`src/shared/usb_line_flag_map.svh`:
```
`ifndef USB_LINE_FLAG_MAP_SVH
`define USB_LINE_FLAG_MAP_SVH

// ****************************************
// register offsets
// ****************************************
`define OFS_LINE_SIGNAL_FLAGS 8'h1C
`define OFS_FLAG_PERSISTENCE_MASK 8'h20
`define OFS_TRANSCEIVER_CONTROL 8'h40

// ****************************************
// line_signal_flags fields
// ****************************************
`define FLG_TOKEN 6
`define FLG_SE0 5
`define FLG_K 4
`define FLG_J 3
`define FLG_CRC16 2
`define FLG_RXACTIVE 1
`define FLG_RXERROR 0
`define FLG_WIDTH 7

// ****************************************
// transceiver_control fields
// ****************************************
`define TC_PULLDOWN_OFF 18
`define TC_RESUME_SE0 13
`define TC_RESUME_K 12
`define TC_FILTER_HI 11
`define TC_FILTER_LO 8
`define TC_AUTO_RESUME 7
`define TC_CONF_HI 6
`define TC_CONF_LO 4

// ****************************************
// reset values
// ****************************************
`define RST_FLAGS 7'h00
`define RST_PERSIST 7'h00
`define RST_TCTRL 32'h0000_0000

// ****************************************
// timing: filter delay is 2**n clocks, n up to 15
// ****************************************
`define FILTER_CNT_WIDTH 16

`endif

```
`src/shared/usb_line_flag_pkg.sv`:
```
`default_nettype none

package usb_line_flag_pkg;

   // ****************************************
   // types
   // ****************************************
   typedef struct packed {
      logic wr;
      logic rd;
      logic [7:0] addr;
      logic [31:0] wdata;
   } regReq_t;

   typedef struct packed {
      logic valid;
      logic crc5Ok;
      logic pidOk;
      logic [6:0] addr;
   } token_t;

   typedef struct packed {
      logic se0;
      logic j;
      logic k;
   } symbol_t;

   // utmi line state: 00 se0, 01 j, 10 k, 11 se1 (no flag)
   function automatic symbol_t decodeSymbol(input logic [1:0] ls);
      symbol_t s;
      s.se0 = (ls == 2'h0);
      s.j = (ls == 2'h1);
      s.k = (ls == 2'h2);
      return s;
   endfunction

endpackage

`default_nettype wire

```
`src/hw/line_state_filter.sv`:
```
`timescale 1ns/10ps
`default_nettype none
`include "usb_line_flag_map.svh"

module line_state_filter
   import usb_line_flag_pkg::*;
(
   input wire logic core_clk,
   input wire logic rstn,
   input wire logic [1:0] lineStatePin,
   input wire logic [3:0] filterLog2,
   output logic [1:0] lineStateFilt
);

   // ****************************************
   // three-stage synchroniser
   // ****************************************
   logic [1:0] sync1;
   logic [1:0] sync2;
   logic [1:0] sync3;
   logic [1:0] next_sync1;
   logic [1:0] next_sync2;
   logic [1:0] next_sync3;

   always_comb begin
      next_sync1 = lineStatePin;
      next_sync2 = sync1;
      next_sync3 = sync2;
   end

   always_ff @(posedge core_clk or negedge rstn) begin
      if (!rstn) begin
         sync1 <= 2'h0;
         sync2 <= 2'h0;
         sync3 <= 2'h0;
      end else begin
         sync1 <= next_sync1;
         sync2 <= next_sync2;
         sync3 <= next_sync3;
      end
   end

   // ****************************************
   // stability counter
   // ****************************************
   logic [`FILTER_CNT_WIDTH-1:0] count;
   logic [`FILTER_CNT_WIDTH-1:0] next_count;
   logic [`FILTER_CNT_WIDTH-1:0] limit;
   logic [1:0] next_lineStateFilt;

   // a new state must hold for 2**n clocks before it is passed on
   always_comb begin
      limit = (`FILTER_CNT_WIDTH'(1) << filterLog2) - `FILTER_CNT_WIDTH'(1);
      next_count = count;
      next_lineStateFilt = lineStateFilt;
      if (sync2 != sync3 || sync3 == lineStateFilt) begin
         next_count = '0; // glitch or no change: restart
      end else if (count >= limit) begin
         next_lineStateFilt = sync3;
         next_count = '0;
      end else begin
         next_count = count + `FILTER_CNT_WIDTH'(1);
      end
   end

   always_ff @(posedge core_clk or negedge rstn) begin
      if (!rstn) begin
         count <= '0;
         lineStateFilt <= 2'h0;
      end else begin
         count <= next_count;
         lineStateFilt <= next_lineStateFilt;
      end
   end

endmodule

`default_nettype wire

```
`src/hw/usb_line_flag_monitor.sv`:
```
`timescale 1ns/10ps
`default_nettype none
`include "usb_line_flag_map.svh"

module usb_line_flag_monitor
   import usb_line_flag_pkg::*;
(
   input wire logic core_clk,
   input wire logic rstn,
   // peripheral register access, 32-bit words
   input wire regReq_t regReq,
   output logic [31:0] regRdata,
   output logic regRvalid,
   // transceiver and packet engine
   input wire logic [1:0] lineStatePin,
   input wire logic rxActivePin,
   input wire logic rxErrorPin,
   input wire token_t token,
   input wire logic [6:0] deviceAddr,
   input wire logic packetStart,
   input wire logic dataCrc16Fail,
   input wire logic autoResumeSe0,
   input wire logic autoResumeK,
   // controls out
   output logic pulldownDisable,
   output logic autoResumeEnable,
   output logic [2:0] transceiverConfig,
   output logic [1:0] lineStateFilt
);

   // ****************************************
   // line state filter
   // ****************************************
   logic [31:0] tctrl;

   line_state_filter filterInst (
      .core_clk(core_clk),
      .rstn(rstn),
      .lineStatePin(lineStatePin),
      .filterLog2(tctrl[`TC_FILTER_HI:`TC_FILTER_LO]),
      .lineStateFilt(lineStateFilt)
   );

   // ****************************************
   // rx level synchronisers
   // ****************************************
   logic [1:0] rxSync1;
   logic [1:0] rxSync2;
   logic [1:0] rxSync3;
   logic [1:0] rxLevel;
   logic [1:0] next_rxSync1;
   logic [1:0] next_rxSync2;
   logic [1:0] next_rxSync3;
   logic [1:0] next_rxLevel;

   // level taken only once stages two and three agree
   always_comb begin
      next_rxSync1 = {rxActivePin, rxErrorPin};
      next_rxSync2 = rxSync1;
      next_rxSync3 = rxSync2;
      next_rxLevel = rxLevel;
      if (rxSync2 == rxSync3) begin
         next_rxLevel = rxSync3;
      end
   end

   always_ff @(posedge core_clk or negedge rstn) begin
      if (!rstn) begin
         rxSync1 <= 2'h0;
         rxSync2 <= 2'h0;
         rxSync3 <= 2'h0;
         rxLevel <= 2'h0;
      end else begin
         rxSync1 <= next_rxSync1;
         rxSync2 <= next_rxSync2;
         rxSync3 <= next_rxSync3;
         rxLevel <= next_rxLevel;
      end
   end

   // ****************************************
   // flag sources
   // ****************************************
   symbol_t sym;
   logic [`FLG_WIDTH-1:0] setEvent;
   logic tokenGood;

   always_comb begin
      sym = decodeSymbol(lineStateFilt);
      tokenGood = token.valid && token.crc5Ok && token.pidOk
         && (token.addr == deviceAddr);
      setEvent = '0;
      setEvent[`FLG_TOKEN] = tokenGood;
      setEvent[`FLG_SE0] = sym.se0;
      setEvent[`FLG_K] = sym.k;
      setEvent[`FLG_J] = sym.j;
      setEvent[`FLG_CRC16] = dataCrc16Fail;
      setEvent[`FLG_RXACTIVE] = rxLevel[1];
      setEvent[`FLG_RXERROR] = rxLevel[0];
   end

   // ****************************************
   // register decode
   // ****************************************
   logic wrFlags;
   logic wrPersist;
   logic wrTctrl;
   logic addrKnown;

   always_comb begin
      wrFlags = 1'b0;
      wrPersist = 1'b0;
      wrTctrl = 1'b0;
      addrKnown = 1'b1;
      if (regReq.addr == `OFS_LINE_SIGNAL_FLAGS) begin
         wrFlags = regReq.wr;
      end else if (regReq.addr == `OFS_FLAG_PERSISTENCE_MASK) begin
         wrPersist = regReq.wr;
      end else if (regReq.addr == `OFS_TRANSCEIVER_CONTROL) begin
         wrTctrl = regReq.wr;
      end else begin
         addrKnown = 1'b0;
      end
   end

   // ****************************************
   // flags and persistence mask
   // ****************************************
   logic [`FLG_WIDTH-1:0] flags;
   logic [`FLG_WIDTH-1:0] persist;
   logic [`FLG_WIDTH-1:0] next_flags;
   logic [`FLG_WIDTH-1:0] next_persist;
   logic [`FLG_WIDTH-1:0] levelBits;

   // rx bits are levels unless their persist bit is set; the others are latched events
   assign levelBits = `FLG_WIDTH'(7'h03);

   // per bit: clear first, then set, so a set in the clear cycle wins
   always_comb begin
      next_persist = persist;
      if (wrPersist) begin
         next_persist = regReq.wdata[`FLG_WIDTH-1:0];
      end
      next_flags = flags;
      for (int i = 0; i < `FLG_WIDTH; i++) begin
         if (persist[i]) begin
            if (wrFlags && regReq.wdata[i]) begin
               next_flags[i] = 1'b0;
            end
            if (setEvent[i]) begin
               next_flags[i] = 1'b1;
            end
         end else begin
            if (packetStart) begin
               next_flags[i] = 1'b0;
            end
            if (wrFlags && regReq.wdata[i]) begin
               next_flags[i] = 1'b0;
            end
            if (levelBits[i] && !packetStart) begin
               next_flags[i] = setEvent[i];
            end else if (setEvent[i]) begin
               next_flags[i] = 1'b1;
            end
         end
      end
   end

   always_ff @(posedge core_clk or negedge rstn) begin
      if (!rstn) begin
         flags <= `RST_FLAGS;
         persist <= `RST_PERSIST;
      end else begin
         flags <= next_flags;
         persist <= next_persist;
      end
   end

   // ****************************************
   // transceiver control
   // ****************************************
   logic [31:0] next_tctrl;
   logic [31:0] tctrlWmask;

   // writable fields only; reserved bits stay zero
   assign tctrlWmask = 32'h0004_3FF0;

   always_comb begin
      next_tctrl = tctrl;
      if (wrTctrl) begin
         // resume bits can only be cleared by software, never set
         next_tctrl = (regReq.wdata & tctrlWmask)
            & ~(32'h1 << `TC_RESUME_SE0) & ~(32'h1 << `TC_RESUME_K);
         next_tctrl[`TC_RESUME_SE0] = tctrl[`TC_RESUME_SE0]
            & regReq.wdata[`TC_RESUME_SE0];
         next_tctrl[`TC_RESUME_K] = tctrl[`TC_RESUME_K]
            & regReq.wdata[`TC_RESUME_K];
      end
      if (autoResumeSe0) begin
         next_tctrl[`TC_RESUME_SE0] = 1'b1;
      end
      if (autoResumeK) begin
         next_tctrl[`TC_RESUME_K] = 1'b1;
      end
   end

   always_ff @(posedge core_clk or negedge rstn) begin
      if (!rstn) begin
         tctrl <= `RST_TCTRL;
      end else begin
         tctrl <= next_tctrl;
      end
   end

   // ****************************************
   // registered control outputs
   // ****************************************
   logic next_pulldownDisable;
   logic next_autoResumeEnable;
   logic [2:0] next_transceiverConfig;

   // outputs are registered from next_tctrl, so they change on the same edge as the control register
   always_comb begin
      next_pulldownDisable = next_tctrl[`TC_PULLDOWN_OFF];
      next_autoResumeEnable = next_tctrl[`TC_AUTO_RESUME];
      next_transceiverConfig =
         next_tctrl[`TC_CONF_HI:`TC_CONF_LO];
   end

   always_ff @(posedge core_clk or negedge rstn) begin
      if (!rstn) begin
         pulldownDisable <= 1'b0;
         autoResumeEnable <= 1'b0;
         transceiverConfig <= 3'h0;
      end else begin
         pulldownDisable <= next_pulldownDisable;
         autoResumeEnable <= next_autoResumeEnable;
         transceiverConfig <= next_transceiverConfig;
      end
   end

   // ****************************************
   // read path
   // ****************************************
   logic [31:0] next_regRdata;
   logic next_regRvalid;

   // unmapped offsets read as zero; the read has no side effect
   always_comb begin
      next_regRvalid = regReq.rd;
      next_regRdata = 32'h0;
      if (regReq.rd && addrKnown) begin
         if (regReq.addr == `OFS_LINE_SIGNAL_FLAGS) begin
            next_regRdata = {25'h0, flags};
         end else if (regReq.addr == `OFS_FLAG_PERSISTENCE_MASK) begin
            next_regRdata = {25'h0, persist};
         end else begin
            next_regRdata = tctrl;
         end
      end
   end

   always_ff @(posedge core_clk or negedge rstn) begin
      if (!rstn) begin
         regRdata <= 32'h0;
         regRvalid <= 1'b0;
      end else begin
         regRdata <= next_regRdata;
         regRvalid <= next_regRvalid;
      end
   end

endmodule

`default_nettype wire

```
`config.mk`:
```
export PLATFORM = sky130hd
export DESIGN_NAME = usb_line_flag_monitor
export DESIGN_NICKNAME = d
export VERILOG_FILES = /design/src/shared/usb_line_flag_pkg.sv /design/src/hw/line_state_filter.sv /design/src/hw/usb_line_flag_monitor.sv
export VERILOG_INCLUDE_DIRS = /design/src /design/src/shared
export SDC_FILE = /design/constraint.sdc
export NUM_CORES = 1
export LEC_CHECK = 0
export BUFFER_PORTS_ARGS = -buffer_cell sky130_fd_sc_hd__buf_2
export CORE_MARGIN = 8
export CORE_UTILIZATION = 48
export CTS_BUF_LIST = sky130_fd_sc_hd__clkbuf_2 sky130_fd_sc_hd__clkbuf_4 sky130_fd_sc_hd__clkbuf_8
export CTS_CLUSTER_DIAMETER = 60
export DETAILED_ROUTE_END_ITERATION = 6
export PLACE_DENSITY = 0.82
export SYNTH_ARGS = -nofsm -noshare
export SYNTH_HDL_FRONTEND = slang
export SYNTH_SLANG_ARGS = --single-unit
export TNS_END_PERCENT = 50
```
`constraint.sdc`:
```
create_clock -name core_clk -period 3.45 [get_ports core_clk]
set_clock_uncertainty 0.05 [all_clocks]
set_input_delay 0.69 -clock core_clk [delete_from_list [all_inputs] [get_ports core_clk]]
set_output_delay 0.69 -clock core_clk [all_outputs]
set_load 0.02 [all_outputs]
```
After elaboration in Yosys (flattened, before gate mapping)
Cells that the tools add are included.

storage, ports and cells
  memories = 0
  bits in read-only memories = 0
  logic and storage cells = 128
  memory bits (writable) = 0
  bits in latches = 0
  bits in registers = 95
  bits of input ports = 69
  output and inout port bits = 40

cells by class
  order comparisons = 1
  divide/modulo/power cells = 0
  $mul = 0
  eq/ne operators = 16
  muxes and demuxes = 53
  bitwise gates (word level) = 3
  shift-type cells = 1
  reduce and logical (&&, ||, !) cells = 26
  $add $sub $neg = 2

operators by type and width
  cell                                                                  count
  32-bit 2-to-1 mux                                                     2
  1-bit 2-to-1 mux                                                      47
  19-bit 2-to-1 mux                                                     2
  16-bit 2-to-1 mux                                                     2
  3-bit by 2-bit != test with 1-bit output, second input constant       7
  16-bit by 1-bit adder with 16-bit output, second input constant       1
  16-bit greater-or-equal comparator                                    1
  1-bit by 4-bit left shift with 16-bit output, first input constant    1
  16-bit by 2-bit subtractor with 16-bit output, second input constant  1
  3-bit nonzero test                                                    5
  2-bit AND reduction                                                   6
  1-bit logical AND                                                     11
  8-bit by 5-bit == test with 1-bit output, second input constant       1
  8-bit by 6-bit == test with 1-bit output, second input constant       1
  8-bit by 7-bit == test with 1-bit output, second input constant       1
  7-bit == test                                                         1
  2-bit == test                                                         2
  2-bit nonzero test                                                    2
  1-bit bitwise AND                                                     2
  2-bit by 1-bit == test with 1-bit output, second input constant       1
  2-bit == test, second input constant                                  1
  2-bit logical NOT                                                     1
  2-bit != test                                                         1
  1-bit logical OR                                                      1
  1-bit NOT                                                             1

Depth between registers and ports, before layout
  depth in word-level cells = 6
  depth in mapped cells = 15
  depth with buffers taken out = 12

Hierarchy
Synthesis repeated with hierarchy kept, for this count alone.

second synthesis, totals
  cell total of the unflattened synthesis = 341
  area, all modules = 3778.6 um^2

modules (own cells, without submodules)
  module                 sequential area each (um^2)  times used  area each (um^2)  cells an instance
  usb_line_flag_monitor  1226.2                       1           2150.8            175
  line_state_filter      600.6                        1           1627.8            166

Worst setup path before layout
OpenSTA, ideal clock, no wires.

  kind = reg-to-reg
  start = register tctrl[8]
  end = register filterInst.lineStateFilt[0]
  data required time = 3275 ps
  arrival = 3160 ps
  setup time = 125 ps
  slack = 115 ps
  stages on the path, launching flop included = 15
  period minus slack after synthesis = 3335 ps
  path buffers = 2
  path through = dfrtp_1 -> clkbuf_1 -> or2_2 -> nand2b_1 -> ha_1 -> clkbuf_1 -> xor2_1 -> nor2_1 -> a31oi_1 -> ha_1 -> nand4_1 -> nor3_1 -> o311ai_0 -> a31oi_1 -> mux2_2

between the ends
  cells in the longest elaborated chain, start to end = 4

ends and longest elaborated chain
  item                                                           RTL line                      text
  start, declared                                                usb_line_flag_monitor.sv:34   logic [31:0] tctrl;
  start signal, assigned                                         usb_line_flag_monitor.sv:209  tctrl <= `RST_TCTRL;
  start signal, assigned                                         usb_line_flag_monitor.sv:211  tctrl <= next_tctrl;
  1-bit by 4-bit left shift with 16-bit output (no source line)  n/a
  16-bit by 2-bit subtractor with 16-bit output                  line_state_filter.sv:53       limit = (`FILTER_CNT_WIDTH'(1) << filterLog2) - `FILTER_CNT_WIDTH'(1);
  16-bit greater-or-equal comparator                             line_state_filter.sv:58       end else if (count >= limit) begin
  2-bit AND reduction (no source line)                           n/a
  end signal, assigned                                           line_state_filter.sv:72       lineStateFilt <= next_lineStateFilt;
  end, declared                                                  line_state_filter.sv:12       output logic [1:0] lineStateFilt

No other way between the ends.
A chain may end at the register's enable or synchronous reset.

Worst setup path in the final report
  start = register tctrl[8]
  end = register filterInst.lineStateFilt[1]

The elaborated chain is that of the path after synthesis.

==> results.toml <==
[global_route]
grt_first_pass_wirelength_um = 13100
grt_antenna_before_repair = 0
grt_start_max_net_pins = 39
grt_overflow = 0
grt_usage_pct = 15.9
grt_pass1_vias = 2825

[power]
power.share.switching_pct = 29.3
vdd_ir_drop_max_mv = 0.162
seq_power_share_pct = 52.2
p_per_area_nw_per_um2 = 432
cellInternalPower_mw = 1.30
p_comb_share_pct = 17.4
clock_power_share_pct = 30.3
static-leakage-power_nw = 2.09
power.net_switching_mw = 0.540

[detailed_routing]
finalWirelength_um = 8080
avgViaCountPerCell = 5.21
antenna_left = 0
drc_errors = 0
drt_first_pass_iters = 4
wl_per_cell_um = 15.2
route.vias.total = 2765
drt_iter0_drc = 73

[setup_path]
crit_fanout = 7
worstSetupPathType = "reg -> reg"
r2r_start = "tctrl[8]$_DFFE_PN0P_"
ff2ff_path_depth = 12
critPathLaunchType = "flop"
worst_r2r_endpoint = "filterInst.lineStateFilt[1]$_DFFE_PN0P_"
endpoint_kind = "flop"
critPathArrivalTime_ns = 3.45
required_ns = 3.63
regToRegSetupSlack_ns = 0.19

[timing]
fmax_mhz = 306
fin_crit_ns = 3.26
final_min_period_over_clock_period_pct = 94.6
finalSetupViolations = 0
slew_headroom_pct = 45.9
report.final.hold_viol_count = 0
final-max-slew-violation-count = 0
timing.setup.tns_ns = 0
grt_setup_unrepaired = "no"
worst_pin_slew_ns = 0.812

[die]
core_area_um2 = 7570
initial_util_pct = 48.4
die_area_um2 = 10700
row_count = 32
die_h_um = 103
io-pin-count = 109
chipWidth_um = 103

[clocking]
tritoncts = "yes"
cts_htree_levels = 3
numClockSinks = 73
clock_path_buffers = 2
cts.root.buffer_cell = "sky130_fd_sc_hd__clkbuf_8"
numCtsBuffers = 9
worst_setup_hold_path_clk_slew_ns = 0.08
cts_setup_buffers = 0
postCtsHoldBufs = 0
worstSkewPairLatency_ns = 0.35

[placement]
placedCellCount = 516
place_hpwl_um = 6090
io_buffers = 74
globalplace.congestion = 0.820

[finish]
finalNetCount = 512
antenna-diode-count = 0
layout_area_growth_over_synthesis_pct = 16.6
stdcell_count = 531
post-route-util_pct = 56.4
num-fill-cells = 632
drive_above_1_share_pct = 28.7

[logic_synthesis]
yosysSeqAreaShare_pct = 49.9
synth.avg_cell_area_um2 = 10.6
fraction_of_the_mapped_netlist_area_in_simple_logic_gates_pct = 15.2
synthesis.instances = 344
synthDominantAreaCellType = "sky130_fd_sc_hd__dfrtp_1"
synth-compound-area-share_pct = 9.16
synthesis.area_um2 = 3660
yosys.area.top_type_share_pct = 49.9
postSynthRegisterBits = 73
ys_types = 45
async_reset_ff_share_pct = 100
synth.area.top_cells = "sky130_fd_sc_hd__dfrtp_1 (50%), sky130_fd_sc_hd__ha_1 (6.2%), sky130_fd_sc_hd__mux2_2 (5.5%), sky130_fd_sc_hd__buf_4 (4.1%), sky130_fd_sc_hd__xnor2_1 (3.6%)"
post_synth_xor_area_fraction_pct = 6.94
yosysWarnings = 0
yosys-mux-area-fraction_pct = 6.36
synth_edf_count = 0
ys_dominant_reg_cell = "sky130_fd_sc_hd__dfrtp_1"
synth_top_family_by_area = "simple AND/OR/NAND/NOR gates"
adder_cell_area_share_of_the_yosys_netlist_pct = 6.15

[worst_hold_path]
hold_wc_path_type = "reg -> reg"
whs_path_depth = 0
hp-start = "filterInst.next_sync2[1]$_DFF_PN0_"
min_to = "filterInst.next_sync3[1]$_DFF_PN0_"

[job]
drv.max_cap_violation_count = 0

[run_status]
run_status = "finished clean"
## worst max path at each step
stage | from | end | depth (start not counted)
floorplan | tctrl[8]$_DFFE_PN0P_ | filterInst.lineStateFilt[0]$_DFFE_PN0P_ | 14
global placement | tctrl[8]$_DFFE_PN0P_ | filterInst.lineStateFilt[0]$_DFFE_PN0P_ | 12
detailed placement | tctrl[8]$_DFFE_PN0P_ | filterInst.lineStateFilt[0]$_DFFE_PN0P_ | 12
CTS | tctrl[8]$_DFFE_PN0P_ | filterInst.lineStateFilt[0]$_DFFE_PN0P_ | 12
global route | tctrl[8]$_DFFE_PN0P_ | filterInst.lineStateFilt[0]$_DFFE_PN0P_ | 12
finish | tctrl[8]$_DFFE_PN0P_ | filterInst.lineStateFilt[1]$_DFFE_PN0P_ | 12
## final cells by class
type / count / area, um2 / area share [%]
flip-flops and latches: 73 / 1830 / 42.8
multi-input cells: 250 / 1680 / 39.3
repair buffers: 82 / 443 / 10.4
well taps: 102 / 128 / 2.99
clock buffers: 9 / 124 / 2.90
clock inverters: 6 / 36.3 / 0.850
inverters: 9 / 33.8 / 0.792
## critical path, stage by stage, from the launching register on
cell	delay [ns]
sky130_fd_sc_hd__dfrtp_1	0.38
sky130_fd_sc_hd__or2_2	0.34
sky130_fd_sc_hd__nand2b_1	0.18
sky130_fd_sc_hd__ha_1	0.29
sky130_fd_sc_hd__xor2_1	0.17
sky130_fd_sc_hd__nor2_1	0.11
sky130_fd_sc_hd__a31oi_1	0.05
sky130_fd_sc_hd__ha_1	0.30
sky130_fd_sc_hd__nand4_1	0.18
sky130_fd_sc_hd__nor3_2	0.24
sky130_fd_sc_hd__o311ai_0	0.22
sky130_fd_sc_hd__a31oi_1	0.29
sky130_fd_sc_hd__mux2_2	0.36
## sequential cells by signal, summed over array words and instances (netlist names)
name,flops
filterInst.count,16
regRdata,15
tctrl,9
flags,7
persist,7
filterInst.lineStateFilt,2
filterInst.next_sync2,2
filterInst.next_sync3,2
filterInst.sync3,2
next_rxSync2,2
next_rxSync3,2
rxLevel,2
rxSync3,2
transceiverConfig,2
regRvalid,1
## synth_stat cells (2+ instances only)
cell type,number
sky130_fd_sc_hd__dfrtp_1,73
sky130_fd_sc_hd__nand4_1,5
sky130_fd_sc_hd__a22oi_1,4
sky130_fd_sc_hd__a31oi_1,4
sky130_fd_sc_hd__a21o_1,3
sky130_fd_sc_hd__clkbuf_1,6
sky130_fd_sc_hd__xnor2_1,15
sky130_fd_sc_hd__conb_1,2
sky130_fd_sc_hd__nand2_1,19
sky130_fd_sc_hd__mux2i_1,3
sky130_fd_sc_hd__o21ai_0,14
sky130_fd_sc_hd__a31o_2,2
sky130_fd_sc_hd__and2_1,8
sky130_fd_sc_hd__a21oi_1,17
sky130_fd_sc_hd__nor2b_1,6
sky130_fd_sc_hd__buf_4,20
sky130_fd_sc_hd__xor2_1,14
sky130_fd_sc_hd__or2_2,2
sky130_fd_sc_hd__nor3_1,5
sky130_fd_sc_hd__nand2b_1,6
sky130_fd_sc_hd__a2111oi_0,3
sky130_fd_sc_hd__mux2_2,18
sky130_fd_sc_hd__nor4_1,3
sky130_fd_sc_hd__inv_1,9
sky130_fd_sc_hd__nor2_1,34
sky130_fd_sc_hd__nand3_1,11
sky130_fd_sc_hd__and3_1,3
sky130_fd_sc_hd__ha_1,18
## metrics by stage
step | power (mW) | setup WS (ns) | hold WS (ns) | cell area [um2]
4_1_cts | 1.86 | 0.106 | 0.303 | 4260
5_1_grt | 1.94 | 0.0218 | 0.307 | 4270
3_5_place_dp | 1.30 | 0.121 | 0.286 | 4100
2_1_floorplan | 1.18 | 0.115 | 0.281 | 3720
6_report | 1.84 | 0.187 | 0.298 | 4270
3_3_place_gp | 1.28 | 0.199 | 0.283 | 4100
## what timing repair did
item / in CTS / in global routing
endpoints found under the hold margin: 0 / 0
resized for setup: 0 / 1
setup endpoints to repair: 0 / 2
## cells by family (layout without fill, tap and decap cells)
kind of cell	Yosys count	in the layout
adders and majority gates	18	18
muxes	21	21
xor gates and xnor gates	29	29
DFF	73	73
AOI/OAI and AO/OA	54	54
and+or+nand+nor	110	110
other	2	18
buffers and inverters	37	106
## power by group through the flow
stage / registers [mW] / clock network [mW] / logic [mW]
global route: 0.972 / 0.613 / 0.359
global placement: 0.975 / 0 / 0.302
floorplan: 0.982 / 0 / 0.198
detailed placement: 0.980 / 0 / 0.320
finish: 0.963 / 0.559 / 0.322
CTS: 0.964 / 0.577 / 0.321
## per-layer routing
metal	part of all wire (%)	global-route usage [%]
met1	41	18.7
met2	48	25.6
met3	8.7	4.75
met4	2.3	8.90
met5	0	0
## placed cells by master, fill, tap and decap left out, types with 4 or more instances in the layout
cell / n
sky130_fd_sc_hd__a22oi_1: 4
sky130_fd_sc_hd__xor2_1: 14
sky130_fd_sc_hd__nand3_1: 11
sky130_fd_sc_hd__nand2_1: 19
sky130_fd_sc_hd__ha_1: 18
sky130_fd_sc_hd__xnor2_1: 15
sky130_fd_sc_hd__nor2_1: 34
sky130_fd_sc_hd__clkinv_2: 4
sky130_fd_sc_hd__nor3_1: 4
sky130_fd_sc_hd__dfrtp_1: 73
sky130_fd_sc_hd__nand2b_1: 6
sky130_fd_sc_hd__a31oi_1: 4
sky130_fd_sc_hd__clkbuf_8: 9
sky130_fd_sc_hd__conb_1: 18
sky130_fd_sc_hd__nand4_1: 5
sky130_fd_sc_hd__nor2b_1: 6
sky130_fd_sc_hd__inv_1: 9
sky130_fd_sc_hd__and2_1: 8
sky130_fd_sc_hd__a21oi_1: 17
sky130_fd_sc_hd__o21ai_0: 14
sky130_fd_sc_hd__mux2_2: 18
sky130_fd_sc_hd__buf_4: 7
sky130_fd_sc_hd__buf_2: 74
(Power assumes the default switching activity.)
